--- src/dcd_map.svh ---
`ifndef DCD_MAP_SVH
`define DCD_MAP_SVH
// command bytes
`define DCD_CMD_REV 8'h00
`define DCD_CMD_STAT 8'h02
`define DCD_CMD_RUNTIME 8'h03
`define DCD_CMD_WR_CTL 8'h04
`define DCD_CMD_RD_CTL 8'h05
`define DCD_CMD_WR_PC 8'h06
`define DCD_CMD_RD_PC 8'h07
`define DCD_CMD_WR_REG 8'h08
`define DCD_CMD_RD_REG 8'h09
`define DCD_CMD_WR_PMEM 8'h0A
`define DCD_CMD_RD_PMEM 8'h0B
`define DCD_CMD_WR_DMEM 8'h0C
`define DCD_CMD_RD_DMEM 8'h0D
`define DCD_CMD_CRC 8'h0E
`define DCD_CMD_STEP 8'h10
`define DCD_CMD_STUFF 8'h11
`define DCD_CMD_EXEC 8'h12
// control register fields
`define DCD_CTL_MODE_BIT 7
`define DCD_CTL_WMASK 8'hE1
`define DCD_CTL_RESET 8'h00
// status register fields
`define DCD_STAT_DBG_BIT 7
`define DCD_STAT_HALT_BIT 6
`define DCD_STAT_FRPENB_BIT 5
// fixed values
`define DCD_VERSION_MAJOR 8'h01
`define DCD_VERSION_MINOR 8'h00
`define DCD_FILL_BYTE 8'hFF
`define DCD_RUNTIME_MAX 16'hFFFF
`define DCD_RUNTIME_RESET 16'h0000
`define DCD_FLASH_REG_HI 4'hF
`define DCD_FLASH_REG_LO_BASE 8'hF8
`define DCD_FLASH_CTL_ADDR 12'hFF8
`define DCD_MASS_ERASE 8'h63
`endif

--- src/dcd_pkg.sv ---
package dcd_pkg;
  typedef enum logic [3:0] {
    DCD_IDLE = 4'h0,
    DCD_PARAM = 4'h1,
    DCD_SIZE = 4'h2,
    DCD_WDATA = 4'h3,
    DCD_RDATA = 4'h4,
    DCD_TX1 = 4'h5,
    DCD_TX2 = 4'h6,
    DCD_WAITTX = 4'h7
  } dcd_state_t;
endpackage : dcd_pkg

--- src/dcd_tx_if.sv ---
interface dcd_tx_if;
  logic [7:0] data;
  logic valid;
  logic busy;
  modport src (output data, output valid, input busy);
  modport dst (input data, input valid, output busy);
endinterface : dcd_tx_if

--- src/dcd_runtime.sv ---
`include "dcd_map.svh"
module dcd_runtime (
  // clock and reset
  input wire logic sys_clk_in,
  input wire logic rst_n_in,
  // control
  input wire logic run_in,
  input wire logic clear_in,
  // count
  output logic [15:0] count_out
);
  // counts cycles outside debug mode, stops at the top value
  always_ff @(posedge sys_clk_in) begin
    if (!rst_n_in || clear_in) begin
      count_out <= `DCD_RUNTIME_RESET;
    end else if (run_in && count_out != `DCD_RUNTIME_MAX) begin
      count_out <= count_out + 16'h0001;
    end
  end
endmodule : dcd_runtime

--- src/dcd_tx_hold.sv ---
module dcd_tx_hold (
  // clock and reset
  input wire logic sys_clk_in,
  input wire logic rst_n_in,
  // from decoder
  dcd_tx_if.dst tx,
  // to serial transmitter
  output logic [7:0] byte_out,
  output logic byte_valid_out,
  input wire logic byte_ready_in
);
  // single holding byte: decoder waits on busy, so nothing is lost
  always_ff @(posedge sys_clk_in) begin
    if (!rst_n_in) begin
      byte_valid_out <= 1'b0;
      byte_out <= 8'h00;
    end else if (tx.valid && !byte_valid_out) begin
      byte_valid_out <= 1'b1;
      byte_out <= tx.data;
    end else if (byte_valid_out && byte_ready_in) begin
      byte_valid_out <= 1'b0;
    end
  end
  assign tx.busy = byte_valid_out;
endmodule : dcd_tx_hold

--- src/dcd_decoder.sv ---
`include "dcd_map.svh"
// What this block does
// - outside debug mode only revision, status, control write, control read and register write run
// - command 00H returns version major byte then minor byte
// - command 02H returns the debug status register byte
// - runtime count from zero per clock outside debug mode, saturating, sent high byte first on 03H
// - runtime count cleared whenever register write or register read commands run
// - command 04H loads the following byte into the control register with bits 4 to 1 cleared
// - under read protection control writes may set but never clear debug mode
// - command 05H returns the control register byte
// - command 06H takes two pc bytes in debug mode only, dropped under protection
// - command 07H returns pc high then low, FFFFH when blocked
// - register write framed as address high, address low, size, data; size 0 is 256
// - register write outside debug mode consumes and ignores address and data
// - under protection register writes reach only flash control registers
// - under protection only mass erase may be written to flash control
// - register read same framing, returns FFH bytes when blocked
// - under protection pc writes do nothing, pc and register reads give FFH bytes; memory and instruction commands never run
// - debug mode follows control bit seven and halts the processor
module dcd_decoder (
  // clock and reset
  input wire logic sys_clk_in,
  input wire logic rst_n_in,
  // received bytes from serial receiver
  input wire logic [7:0] rx_byte_in,
  input wire logic rx_valid_in,
  // bytes to serial transmitter
  output logic [7:0] tx_byte_out,
  output logic tx_valid_out,
  input wire logic tx_ready_in,
  // device state
  input wire logic read_protect_option_in,
  input wire logic read_protect_enb_in,
  input wire logic halt_in,
  input wire logic [15:0] pc_in,
  input wire logic [7:0] reg_rdata_in,
  // debug control
  output logic debug_mode_out,
  output logic [7:0] debug_control_reg_out,
  output logic cpu_stop_out,
  // pc write
  output logic pc_we_out,
  output logic [15:0] pc_wdata_out,
  // register file port
  output logic reg_we_out,
  output logic [11:0] reg_addr_out,
  output logic [7:0] reg_wdata_out
);
  dcd_pkg::dcd_state_t state;
  logic [7:0] cmd;
  logic [7:0] ctl;
  logic [1:0] pidx;
  logic [7:0] phi;
  logic [11:0] addr;
  logic [8:0] remain;
  logic [7:0] second;
  logic rd_pend;
  logic go_ok;
  logic prot;
  logic blocked;
  logic clr_rt;
  logic [15:0] rt_count;
  logic [7:0] stat;
  logic [7:0] next_ctl;
  logic tx_go;
  logic [7:0] tx_data;
  logic [7:0] op_byte;
  logic param_last;
  logic next_reg_we;
  dcd_tx_if txi ();

  assign prot = read_protect_option_in;
  assign blocked = !ctl[`DCD_CTL_MODE_BIT] || prot;
  assign stat = {ctl[`DCD_CTL_MODE_BIT], halt_in, read_protect_enb_in, 5'h00};
  assign param_last = (pidx == 2'd1);

  // runtime counter runs only while not in debug mode
  dcd_runtime u_rt (
    .sys_clk_in(sys_clk_in),
    .rst_n_in(rst_n_in),
    .run_in(!ctl[`DCD_CTL_MODE_BIT]),
    .clear_in(clr_rt),
    .count_out(rt_count)
  );

  // one-byte hold toward the transmitter; it owns the outputs
  dcd_tx_hold u_tx (
    .sys_clk_in(sys_clk_in),
    .rst_n_in(rst_n_in),
    .tx(txi),
    .byte_out(tx_byte_out),
    .byte_valid_out(tx_valid_out),
    .byte_ready_in(tx_ready_in)
  );
  assign txi.data = tx_data;
  assign txi.valid = tx_go;

  // command gate: which first bytes are accepted in the present mode
  always_comb begin
    case (rx_byte_in)
      `DCD_CMD_REV, `DCD_CMD_STAT, `DCD_CMD_WR_CTL, `DCD_CMD_RD_CTL: go_ok = 1'b1;
      `DCD_CMD_RUNTIME, `DCD_CMD_WR_PC, `DCD_CMD_RD_PC, `DCD_CMD_WR_REG,
      `DCD_CMD_RD_REG: go_ok = ctl[`DCD_CTL_MODE_BIT] || rx_byte_in == `DCD_CMD_WR_REG;
      default: go_ok = 1'b0;
    endcase
  end

  // control register write with protection keeping debug mode set
  always_comb begin
    next_ctl = rx_byte_in & `DCD_CTL_WMASK;
    if (prot && ctl[`DCD_CTL_MODE_BIT]) begin
      next_ctl[`DCD_CTL_MODE_BIT] = 1'b1;
    end
  end

  // register file byte write only when allowed
  always_comb begin
    op_byte = rx_byte_in;
    next_reg_we = 1'b0;
    if (state == dcd_pkg::DCD_WDATA && rx_valid_in && ctl[`DCD_CTL_MODE_BIT]) begin
      if (!prot) begin
        next_reg_we = 1'b1;
      end else if (addr[11:8] == `DCD_FLASH_REG_HI && addr[7:3] == 5'h1F) begin
        next_reg_we = (addr != `DCD_FLASH_CTL_ADDR) || (rx_byte_in == `DCD_MASS_ERASE);
      end
    end
  end

  // register port from flops; strobe, address and data stay aligned
  always_ff @(posedge sys_clk_in) begin
    if (!rst_n_in) begin
      reg_we_out <= 1'b0;
      reg_addr_out <= 12'h000;
      reg_wdata_out <= 8'h00;
    end else begin
      reg_we_out <= next_reg_we;
      reg_addr_out <= addr;
      reg_wdata_out <= op_byte;
    end
  end

  // main sequencer: parameter framing then answer
  always_ff @(posedge sys_clk_in) begin
    if (!rst_n_in) begin
      state <= dcd_pkg::DCD_IDLE;
      cmd <= 8'h00;
      pidx <= 2'd0;
      phi <= 8'h00;
      addr <= 12'h000;
      remain <= 9'h000;
      rd_pend <= 1'b0;
    end else begin
      case (state)
        dcd_pkg::DCD_IDLE: begin
          if (rx_valid_in && go_ok) begin
            cmd <= rx_byte_in;
            pidx <= 2'd0;
            case (rx_byte_in)
              `DCD_CMD_WR_CTL, `DCD_CMD_WR_PC, `DCD_CMD_WR_REG,
              `DCD_CMD_RD_REG: state <= dcd_pkg::DCD_PARAM;
              default: state <= dcd_pkg::DCD_TX1;
            endcase
          end
        end
        dcd_pkg::DCD_PARAM: begin
          if (rx_valid_in) begin
            pidx <= pidx + 2'd1;
            phi <= rx_byte_in;
            if (cmd == `DCD_CMD_WR_CTL) begin
              state <= dcd_pkg::DCD_IDLE;
            end else if (cmd == `DCD_CMD_WR_PC && param_last) begin
              state <= dcd_pkg::DCD_IDLE;
            end else if (param_last) begin
              addr <= {phi[3:0], rx_byte_in};
              state <= dcd_pkg::DCD_SIZE;
            end
          end
        end
        dcd_pkg::DCD_SIZE: begin
          if (rx_valid_in) begin
            remain <= (rx_byte_in == 8'h00) ? 9'h100 : {1'b0, rx_byte_in};
            state <= (cmd == `DCD_CMD_WR_REG) ? dcd_pkg::DCD_WDATA : dcd_pkg::DCD_RDATA;
          end
        end
        dcd_pkg::DCD_WDATA: begin
          if (rx_valid_in) begin
            remain <= remain - 9'h001;
            addr <= addr + 12'h001;
            if (remain == 9'h001) begin
              state <= dcd_pkg::DCD_IDLE;
            end
          end
        end
        dcd_pkg::DCD_RDATA: begin
          // read data of the addressed byte is valid the cycle after the address
          if (!txi.busy && !rd_pend) begin
            rd_pend <= 1'b1;
          end else if (tx_go) begin
            rd_pend <= 1'b0;
            remain <= remain - 9'h001;
            addr <= addr + 12'h001;
            if (remain == 9'h001) begin
              state <= dcd_pkg::DCD_IDLE;
            end
          end
        end
        dcd_pkg::DCD_TX1: begin
          if (tx_go) begin
            state <= (cmd == `DCD_CMD_STAT || cmd == `DCD_CMD_RD_CTL) ? dcd_pkg::DCD_IDLE : dcd_pkg::DCD_TX2;
          end
        end
        dcd_pkg::DCD_TX2: begin
          if (tx_go) begin
            state <= dcd_pkg::DCD_IDLE;
          end
        end
        default: state <= dcd_pkg::DCD_IDLE;
      endcase
    end
  end

  // response byte selection and strobe toward the hold stage
  always_comb begin
    tx_go = 1'b0;
    tx_data = `DCD_FILL_BYTE;
    second = 8'h00;
    case (cmd)
      `DCD_CMD_REV: begin
        tx_data = (state == dcd_pkg::DCD_TX1) ? `DCD_VERSION_MAJOR : `DCD_VERSION_MINOR;
      end
      `DCD_CMD_STAT: tx_data = stat;
      `DCD_CMD_RUNTIME: tx_data = (state == dcd_pkg::DCD_TX1) ? rt_count[15:8] : rt_count[7:0];
      `DCD_CMD_RD_CTL: tx_data = ctl;
      `DCD_CMD_RD_PC: begin
        second = blocked ? `DCD_FILL_BYTE : pc_in[7:0];
        tx_data = (state == dcd_pkg::DCD_TX1) ? (blocked ? `DCD_FILL_BYTE : pc_in[15:8]) : second;
      end
      `DCD_CMD_RD_REG: tx_data = blocked ? `DCD_FILL_BYTE : reg_rdata_in;
      default: tx_data = `DCD_FILL_BYTE;
    endcase
    if (!txi.busy) begin
      tx_go = (state == dcd_pkg::DCD_TX1) || (state == dcd_pkg::DCD_TX2) ||
              (state == dcd_pkg::DCD_RDATA && rd_pend);
    end
  end

  // runtime clear when register commands run
  always_comb begin
    clr_rt = 1'b0;
    if (state == dcd_pkg::DCD_IDLE && rx_valid_in && go_ok &&
        (rx_byte_in == `DCD_CMD_WR_REG || rx_byte_in == `DCD_CMD_RD_REG)) begin
      clr_rt = 1'b1;
    end
  end

  // debug control register
  always_ff @(posedge sys_clk_in) begin
    if (!rst_n_in) begin
      ctl <= `DCD_CTL_RESET;
    end else if (state == dcd_pkg::DCD_PARAM && cmd == `DCD_CMD_WR_CTL && rx_valid_in) begin
      ctl <= next_ctl;
    end
  end

  // program counter write, only in debug mode without protection
  always_ff @(posedge sys_clk_in) begin
    if (!rst_n_in) begin
      pc_we_out <= 1'b0;
      pc_wdata_out <= 16'h0000;
    end else begin
      pc_we_out <= 1'b0;
      if (state == dcd_pkg::DCD_PARAM && cmd == `DCD_CMD_WR_PC && rx_valid_in && param_last) begin
        if (!blocked) begin
          pc_wdata_out <= {phi, rx_byte_in};
        end
        pc_we_out <= !blocked;
      end
    end
  end

  // mirrored mode outputs for the processor
  always_ff @(posedge sys_clk_in) begin
    if (!rst_n_in) begin
      debug_mode_out <= 1'b0;
      cpu_stop_out <= 1'b0;
      debug_control_reg_out <= `DCD_CTL_RESET;
    end else begin
      debug_mode_out <= ctl[`DCD_CTL_MODE_BIT];
      cpu_stop_out <= ctl[`DCD_CTL_MODE_BIT];
      debug_control_reg_out <= ctl;
    end
  end
endmodule : dcd_decoder

--- config.mk ---
export PLATFORM = sky130hd
export DESIGN_NAME = dcd_decoder
export DESIGN_NICKNAME = d
export VERILOG_FILES = /design/src/dcd_pkg.sv /design/src/dcd_tx_if.sv /design/src/dcd_runtime.sv /design/src/dcd_tx_hold.sv /design/src/dcd_decoder.sv
export VERILOG_INCLUDE_DIRS = /design/src
export SDC_FILE = /design/constraint.sdc
export NUM_CORES = 1
export LEC_CHECK = 0
export ABC_AREA = 1
export BUFFER_PORTS_ARGS = -buffer_cell sky130_fd_sc_hd__buf_2
export CAP_MARGIN = 10
export CORE_UTILIZATION = 61
export DETAILED_ROUTE_END_ITERATION = 7
export GPL_TIMING_DRIVEN = 1
export PLACE_DENSITY = 0.95
export SYNTH_ARGS = -nofsm -noshare
export SYNTH_HDL_FRONTEND = slang
export SYNTH_HIERARCHICAL = 1
export SYNTH_SLANG_ARGS = --single-unit
--- constraint.sdc ---
create_clock -name sys_clk_in -period 3.39 [get_ports sys_clk_in]
set_input_delay 0.8475 -clock sys_clk_in [delete_from_list [all_inputs] [get_ports sys_clk_in]]
set_output_delay 0.8475 -clock sys_clk_in [all_outputs]
set_load 0.01 [all_outputs]
* Word level (Yosys, flattened, before mapping)
Cells that the tools add are included.
** Storage, ports and cells
- Bits in registers :: 116
- Input port bits :: 39
** Cells by class
- Add/subtract/negate cells :: 4
- Equality and inequality tests :: 41
- Multiplexer cells :: 50
- Bitwise operators :: 1
- Reductions and logical operators :: 53
** Operators with widths (number)
- $mux W12 :: 7
- $eq A8 B3 Y1 const B :: 8
- $mux W4 :: 12
- $pmux W8 S6 :: 1
- $mux W9 :: 5
- $mux W8 :: 5
- $pmux W12 S3 :: 1
- $eq A8 B2 Y1 const B :: 4
- $eq A8 B4 Y1 const B :: 4
- $pmux W4 S7 :: 1
- $pmux W9 S3 :: 1
- $logic_and A1 B1 Y1 :: 19
- $add A16 B1 Y16 const B :: 1
- $logic_not A8 Y1 :: 2
- $ne A16 B16 Y1 const B :: 1
- $ne A2 B2 Y1 const B :: 8
- $add A12 B1 Y12 const B :: 1
- $eq A4 B3 Y1 const B :: 3
- $ne A12 B12 Y1 const B :: 1
- $reduce_and A2 Y1 :: 6
- $mux W1 :: 10
- $eq A9 B1 Y1 const B :: 1
- $mux W3 :: 3
- $reduce_and A9 Y1 :: 1
- other kinds (24) :: 43

* Longest topological paths before layout
Gate-level depths: netlist of run 1.
- Depth after elaboration :: 7
- Mapped depth :: 14
- Depth with buffers taken out :: 14

* By module
The synthesis of run 1 kept the hierarchy.
** By module, submodules not included
- dcd_decoder :: times used 1, cells an instance 748, area each 4662.0 µm², seq. area each 1781.7 µm²
- dcd_runtime :: times used 1, cells an instance 145, area each 942.2 µm², seq. area each 320.3 µm²
- dcd_tx_hold :: times used 1, cells an instance 59, area each 401.6 µm², seq. area each 180.2 µm²

* Worst setup path before layout of run 1
Ideal clock, no wire load.
- Kind :: input to register
- Start :: input port rx_byte_in[2]
- End :: register u_rt.count_out[3]
- Data arrival time :: 2098 ps
- Data required time :: 3326 ps
- Setup slack :: 1228 ps
- Stages on the path :: 11
- Path buffers :: 2
- Cells stage by stage :: nor2_1 nand2_1 nand2_1 nand2_1 nand4_1 buf_2 nor2_1 nor2_1 buf_2 nand2_1 nor2_1
** On the way
- Word-level cells in the longest chain between the ends :: 7
- Elaborated cells on any way between the ends :: 18
- Classes of those cells :: eq/ne: 8; mux: 2; reduce/logical: 8
** RTL lines
- start: declaration :: line dcd_decoder.sv:25 : input wire logic [7:0] rx_byte_in,
- $eq A8 B4 Y1, or another cell as far along :: line dcd_decoder.sv:100 : case (rx_byte_in)
- $reduce_or A5 Y1, or another cell as far along :: line dcd_decoder.sv:100
- $pmux W1 S2 :: line dcd_decoder.sv:100
- $logic_and A1 B1 Y1 :: line dcd_decoder.sv:250 : if (state == dcd_pkg::DCD_IDLE && rx_valid_in && go_ok &&
- $logic_and A1 B1 Y1 (*) :: line dcd_decoder.sv:250
- $mux W1 (*) :: line dcd_decoder.sv:250
- via clr_rt :: line dcd_decoder.sv:61 : logic clr_rt;
- $logic_or A1 B1 Y1 (*) :: line dcd_runtime.sv:14 : if (!rst_n_in || clear_in) begin
- end signal: assignment :: line dcd_runtime.sv:15 : count_out <= `DCD_RUNTIME_RESET;
- end signal: assignment :: line dcd_runtime.sv:17 : count_out <= count_out + 16'h0001;
- end: declaration :: line dcd_runtime.sv:10 : output logic [15:0] count_out
The timed path passes the listed nets; every way through them passes the cells marked *.
A chain may end at the register's enable or synchronous reset.

* Worst setup path in the final report of run 1
- Start :: register state[1]
- End :: register u_tx.byte_out[6]
** On the way
- Elaborated cells on any way between the ends :: 11
- Classes of those cells :: eq/ne: 3; mux: 4; reduce/logical: 4
** RTL lines
- start: declaration :: line dcd_decoder.sv:49 : dcd_pkg::dcd_state_t state;
- start signal: assignment :: line dcd_decoder.sv:145 : state <= dcd_pkg::DCD_IDLE;
- start signal: assignment :: line dcd_decoder.sv:160 : `DCD_CMD_RD_REG: state <= dcd_pkg::DCD_PARAM;
- start signal: assignment :: line dcd_decoder.sv:161 : default: state <= dcd_pkg::DCD_TX1;
- $eq A4 B3 Y1 (*) :: line dcd_decoder.sv:232, dcd_decoder.sv:236
- $mux W8, on equally long branches :: line dcd_decoder.sv:236, dcd_decoder.sv:232
- $pmux W8 S6 (*) :: line dcd_decoder.sv:227 : case (cmd)
- via tx_data[6] :: line dcd_decoder.sv:66 : logic [7:0] tx_data;
- end signal: assignment :: line dcd_tx_hold.sv:19 : byte_out <= tx.data;
- end: declaration :: line dcd_tx_hold.sv:8 : output logic [7:0] byte_out,
Marks and branches as above.

==> results by group, run 1 <==
Power
  • Pwr/cell area: 638 nW/µm²
  • Peak VDD IR: 0.334 mV
  • Leak: around 3.6 nW
  • Total Power: 4.50 mW

Synth
  • Top FF cell, synth: dfxtp_1
  • EDFF count, synth: 0
  • Yosys cell types: 40
  • Yosys warning total: 6
  • Mapped cell area: 6010 µm²
  • Sequential share of the synthesized area: 0.380
  • Mapped Cells: 952
  • Async SR Flop Fraction: 0
  • Seq cells post-synth: 114
  • Synthesized area per cell: approximately 6.3 µm²

Placed design
  • Placed Cells: 1146
  • Gpl congestion: ~0.93
  • I/O Buffers: 91
  • Dpl hpwl: 11.2 mm

Clocking
  • Clock Tree Buf Depth: 2
  • Num CTS Buffers: 17
  • Clock transition at path regs: about 0.06 ns
  • H-tree depth: 4
  • Hold Buf Count CTS: 0
  • Latest clock arrival within the worst-skew pair: 0.53 ns
  • TritonCTS sink count: 114
  • CTS tree: built
  • Post-CTS Resized: 0
  • Post-CTS Setup Inserts: 0
  • Root Driver: clkbuf_8

STA
  • Fin crit share: 0.721
  • Worst slew pin tran: 1.05 ns
  • Final Max Slew Viols: 0
  • Setup-failing EPs final: 0
  • Minimum clock period: 2.45 ns
  • WHS: roughly 0.44 ns
  • Setup TNS: 0 ns
  • Slew headroom: 0.297
  • RSZ-0062 raised after global routing: no
  • Final Skew: 0.0110 ns
  • Final Hold Viols: 0
  • F_max: 409 MHz

Setup path
  • CP required: ~3.8 ns
  • CP arrival: 2.87 ns
  • CP endpoint kind: register
  • Worst Path Max Fanout: 18
  • Setup slack, reg-to-reg: 0.94 ns
  • Worst setup path class: reg2reg
  • Crit start category: register

Worst hold path
  • Hold crit path type: reg2reg

Final layout
  • Most common cell after layout, fill and taps aside: nand2_1
  • Fin util: 0.753
  • Layout cell share with drive strength beyond 1: 0.145
  • Area Growth Syn to Fin: 17.6%
  • Most frequent cells in the layout: nand2_1 (262), nor2_1 (162), inv_1 (119)
  • Antenna diode count: 0
  • # fillers: 736
  • Final Non-Filler Cells: 1178
  • Final #Nets: between 1000 and 1500

Detailed routing
  • Avg Vias per Cell: 5.54
  • Antenna viol nets, final: 0
  • Drt pass-1 iters: 8
  • Total number of vias: 6529
  • Post-Route WL: 16.7 mm
  • DRT iter0 DRCs: 743
  • Wire per inst: around 14 µm
  • Number of remaining DRC errors: 1

Floorplan
  • Die width: 101 µm
  • # IOs: 96
  • Die ar.: slightly above 10000 µm²
  • Core Rows: 35
  • Core Box Area: 9370 µm²
  • Die Y: 101 µm
  • Starting Density: 0.641

Global routing
  • First-pass GRT wire length: approximately 28 mm
  • Vias in the first global route: just under 6000
  • Gr usage total: 0.347
  • Gr ovfl total: 0
  • Pin count of the biggest net entering global routing: 41
  • Initial antenna violation count: 0

Status
  • Status: complete, but fails checks
  • Violated checks: DRC

Flow run
  • Max cap viols: 0
-- synth_stat cells, types with 2 or more instances --
| master | n | share of area |
|---|---|---|
| nand2_1 | 262 | 0.16 |
| nor2_1 | 162 | 0.10 |
| nand3_1 | 76 | 0.063 |
| a21oi_1 | 36 | 0.030 |
| nor2_4 | 6 | 0.011 |
| ha_1 | 6 | 0.012 |
| buf_4 | 7 | 0.0087 |
| o21ai_0 | 72 | 0.060 |
| o21ai_1 | 5 | 0.0042 |
| nor2_2 | 3 | 0.0031 |
| nand4_1 | 15 | 0.016 |
| xor2_1 | 4 | 0.0058 |
| nand3b_1 | 3 | 0.0037 |
| buf_2 | 10 | 0.0083 |
| inv_1 | 119 | 0.074 |
| clkbuf_1 | 9 | 0.0056 |
| dfxtp_1 | 114 | 0.38 |
| nor3_1 | 6 | 0.0050 |
| clkinv_1 | 3 | 0.0019 |
| o211ai_1 | 2 | 0.0025 |
| nand2_2 | 2 | 0.0021 |
| buf_6 | 2 | 0.0037 |
| a21oi_2 | 2 | 0.0029 |
| buf_1 | 4 | 0.0025 |
| inv_2 | 7 | 0.0044 |
-- critical path, stage by stage, from the launching register on --
cell	delay [ns]
dfxtp_1	0.46
nor2_4	0.09
nand2_1	0.41
clkinv_1	0.55
nand2_1	0.16
nand2_1	0.07
nand2_1	0.06
nand2_1	0.04
a21oi_1	0.12
nand4_1	0.10
inv_1	0.09
nand3_1	0.08
nand2_1	0.07
nor2_1	0.04
-- registers in the layout (all words and copies together) (netlist names), 8 cells and up --
| register | cells |
|---|---|
| u_tx/byte_out | 8 |
| remain | 9 |
| u_rt/count_out | 16 |
| reg_addr_out | 12 |
| phi | 8 |
| addr | 12 |
| reg_wdata_out | 8 |
| pc_wdata_out | 16 |
| cmd | 8 |
-- where the power goes --
group / internal, mW / total (mW) / leakage (nW) / switching, mW
Combinational: 0.373 / 1.13 / 2.36 / 0.758
Clock: 1.06 / 1.73 / 0.267 / 0.677
Sequential: 1.50 / 1.64 / 0.926 / 0.135
Total: 2.93 / 4.50 / 3.55 / 1.57
-- final timing paths --
kind            start               end  depth (start not counted)
max reg2reg  state[1]  u_tx/byte_out[6]                         13
max          state[1]  u_tx/byte_out[6]                         13
min reg2reg   addr[9]   reg_addr_out[9]                          2
min           addr[9]   reg_addr_out[9]                          2
-- metrics by stage --
step                      area [µm²]  setup slack, ns
after floorplan                 6020             1.23
after global placement          6480            0.721
after detailed placement        6480            0.649
after CTS                       7060            0.938
after global routing            7060            0.666
final                           7060            0.945
-- metal layers --
| layer | wire, µm | vias up | global-route usage |
|---|---|---|---|
| li1 | - | 3162 | - |
| met1 | 6550 | 2841 | 0.438 |
| met2 | 7480 | 437 | 0.543 |
| met3 | 2000 | 89 | 0.0939 |
| met4 | 645 | 0 | 0.182 |
| met5 | 0 | - | 0 |
-- cell families (layout without fill, tap and decap cells) --
group           count (synthesis)  after routing  share of synthesized area
compound gates                123            123                      0.107
xor+xnor                        4              4                    0.00583
fa+ha+maj                       6              6                     0.0125
buf+inv                       162            256                      0.110
flops                         114            114                      0.380
other cells                     1              4                   0.000624
simple gates                  542            542                      0.384
-- final cells by class --
cell class | instances | area, µm² | area share
clock buffer | 19 | 422 | 0.0597
inverter | 129 | 484 | 0.0686
multi-input combinational | 679 | 3070 | 0.435
tap | 129 | 161 | 0.0229
timing repair buffer | 95 | 485 | 0.0688
clock inverter | 13 | 154 | 0.0218
sequential | 114 | 2280 | 0.323
Power figures use the tool's default switching activity.
==> run 2, diff against run 1 <==
--- a/config.mk
+++ b/config.mk
@@ -9,10 +9,10 @@
 export ABC_AREA = 1
 export BUFFER_PORTS_ARGS = -buffer_cell sky130_fd_sc_hd__buf_2
 export CAP_MARGIN = 10
-export CORE_UTILIZATION = 61
+export CORE_UTILIZATION = 57
 export DETAILED_ROUTE_END_ITERATION = 7
 export GPL_TIMING_DRIVEN = 1
-export PLACE_DENSITY = 0.95
+export PLACE_DENSITY = 0.9
 export SYNTH_ARGS = -nofsm -noshare
 export SYNTH_HDL_FRONTEND = slang
 export SYNTH_HIERARCHICAL = 1
==> constraint.sdc (replaced) <==
create_clock -name sys_clk_in -period 2.5 [get_ports sys_clk_in]
set_input_delay 0.625 -clock sys_clk_in [delete_from_list [all_inputs] [get_ports sys_clk_in]]
set_output_delay 0.625 -clock sys_clk_in [all_outputs]
set_load 0.01 [all_outputs]
==> run 2 against run 1 <==
Effect of this change:
- the flow now finishes without violations
- combinational power is 38% higher
- via count down 1.4%
- first-iteration DRC count decreased by 3.9%
- global-route usage decreased by 4.0 points
- sequential power up 35%
- hold slack worse by 0.098 ns
- sequential cell count did not move
- critical path depth fell by 4
- utilization shrank 5.2 points
- fmax grew 3.8%
==> results by group, run 2 (synthesis gave the netlist of run 1 again) <==
Clocking
  • Clock Tree Buf Depth: 2
  • Hold Buf Count CTS: 0
  • Post-CTS Setup Inserts: 0
  • H-tree depth: 4
  • Post-CTS Resized: 0
  • TritonCTS sink count: 114
  • Clock transition at path regs: 0.06 ns
  • CTS tree: built
  • Num CTS Buffers: 17
  • Latest clock arrival within the worst-skew pair: 0.53 ns
  • Root Driver: clkbuf_8

Setup path
  • Crit start category: register
  • Crit-path slowest cell: nor2_1
  • Cell repeated most along the worst path: nand2_1
  • Slowest stage delay, CP: 0.78 ns
  • R2r worst-path depth: 9
  • CP arrival: 2.81 ns
  • Capture instance of the worst register-to-register path: u_rt/count_out[8]
  • Worst setup path class: reg2reg
  • Worst Path Max Fanout: 16
  • CP cell instances: inv_1 > nand2_1 > nand2_1 > nand2_1 > nand4_1 > nor2_1 > nor2_1 > o21ai_0 > a21oi_1
  • CP required: 2.95 ns
  • Reg2Reg Launch Point: ctl[7]
  • CP endpoint kind: register
  • Setup slack, reg-to-reg: 0.14 ns

STA
  • Worst slew pin tran: between 1 and 1.5 ns
  • Setup-failing EPs final: 0
  • Setup TNS: 0 ns
  • Final Max Slew Viols: 0
  • Final Hold Viols: 0
  • Fin crit share: 0.943
  • Slew headroom: 0.317
  • Final Skew: ~0.010 ns
  • Minimum clock period: approximately 2.4 ns
  • F_max: 424 MHz
  • RSZ-0062 raised after global routing: no

Detailed routing
  • Total number of vias: 6436
  • Antenna viol nets, final: 0
  • DRT iter0 DRCs: 714
  • Post-Route WL: 16.4 mm
  • Avg Vias per Cell: about 5.4
  • Number of remaining DRC errors: 0
  • Wire per inst: 13.7 µm
  • Drt pass-1 iters: 6

Final layout
  • # fillers: 857
  • Registers with the most flip-flops: pc_wdata_out (16), u_rt/count_out (16)
  • Most common cell after layout, fill and taps aside: nand2_1
  • Area Growth Syn to Fin: 20.0%
  • Antenna diode count: 0
  • Layout cell share with drive strength beyond 1: 0.155
  • Final Non-Filler Cells: 1196
  • Final #Nets: 1092
  • Most frequent cells in the layout: nand2_1 (262), nor2_1 (162), inv_1 (119)

Floorplan
  • Die width: 105 µm
  • Die Y: 105 µm
  • Core Rows: 37
  • Starting Density: 0.584
  • # IOs: 96
  • Core Box Area: 10300 µm²
  • Die ar.: 11000 µm²

Worst hold path
  • Hold Crit Depth: 3
  • Hold Crit Start: rx_byte_in[4]
  • Hold crit path type: in2reg
  • Hold Path Sink: reg_wdata_out[4]

Status
  • Status: finished, final reports clean

Placed design
  • Gpl congestion: between 0.9 and 1
  • I/O Buffers: 91
  • Dpl hpwl: 11.1 mm
  • Placed Cells: 1164

Global routing
  • Initial antenna violation count: 0
  • First-pass GRT wire length: 27.0 mm
  • Gr ovfl total: 0
  • Vias in the first global route: 5720
  • Pin count of the biggest net entering global routing: slightly below 50
  • Gr usage total: 0.307

Flow run
  • Max cap viols: 0

Power
  • Pwr/cell area: ~900 nW/µm²
  • Leak: 3.65 nW
  • Peak VDD IR: 0.424 mV
[run 2: cell types whose count changed in the layout (fill, tap and decap cells not counted), moves of 2 or more]
cell / previous run / this run
clkinv_4: 4 / 2
clkinv_2: 0 / 4
buf_4: 4 / 15
bufinv_16: 2 / 5
clkinvlp_4: 4 / 2
[run 2: per-stage QoR]
stage / setup slack, ns / cell area, µm² / utilization / hold slack, ns / power, mW
final: 0.144 / 7210 / 0.701 / 0.343 / 6.36
after global routing: 0.0331 / 7210 / 0.701 / 0.346 / 6.68
after detailed placement: -0.0547 / 6580 / 0.640 / 0.431 / 3.72
after CTS: 0.240 / 7210 / 0.701 / 0.330 / 6.34
after floorplan: 0.560 / 6020 / - / 0.418 / 3.34
after global placement: 0.0542 / 6580 / 0.640 / 0.425 / 3.68
[run 2: where the power goes]
part	switching (mW)	internal, mW
clock network	0.866	1.72
logic	1.04	0.528
registers	0.182	2.04
total	2.08	4.28
[run 2: layout make-up]
type | count | area (µm²) | share of cell area
Inverter | 129 | 484 | 0.0672
Clock buffer | 18 | 418 | 0.0580
Sequential cell | 114 | 2280 | 0.317
Multi-Input combinational cell | 679 | 3070 | 0.426
Tap cell | 136 | 170 | 0.0236
Clock inverter | 14 | 211 | 0.0293
Timing Repair Buffer | 106 | 568 | 0.0788
[run 2: worst max-delay path by stage]
stage	depth (start not counted)	endpoint	from
after floorplan	11	u_rt/count_out[3]	rx_byte_in[2]
after global placement	10	u_rt/count_out[8]	rx_byte_in[3]
after detailed placement	10	u_rt/count_out[8]	rx_byte_in[3]
after CTS	9	u_rt/count_out[8]	ctl[7]
after global routing	8	u_rt/count_out[8]	state[1]
final	9	u_rt/count_out[8]	ctl[7]
[run 2: worst max-delay path, delay by kind of cell, from the launching register on]
| kind | cells | cell delay (ns) |
|---|---|---|
| flops | 1 | 0.36 |
| buf+inv | 1 | 0.26 |
| simple gates | 6 | 1.16 |
| compound gates | 2 | 0.50 |
[run 2: per-layer routing]
metal | vias up | global-route usage | routed length [µm]
met5 | - | 0 | 0
met4 | 0 | 0.123 | 437
li1 | 3165 | - | -
met2 | 337 | 0.477 | 7200
met3 | 46 | 0.0630 | 1570
met1 | 2888 | 0.416 | 7150
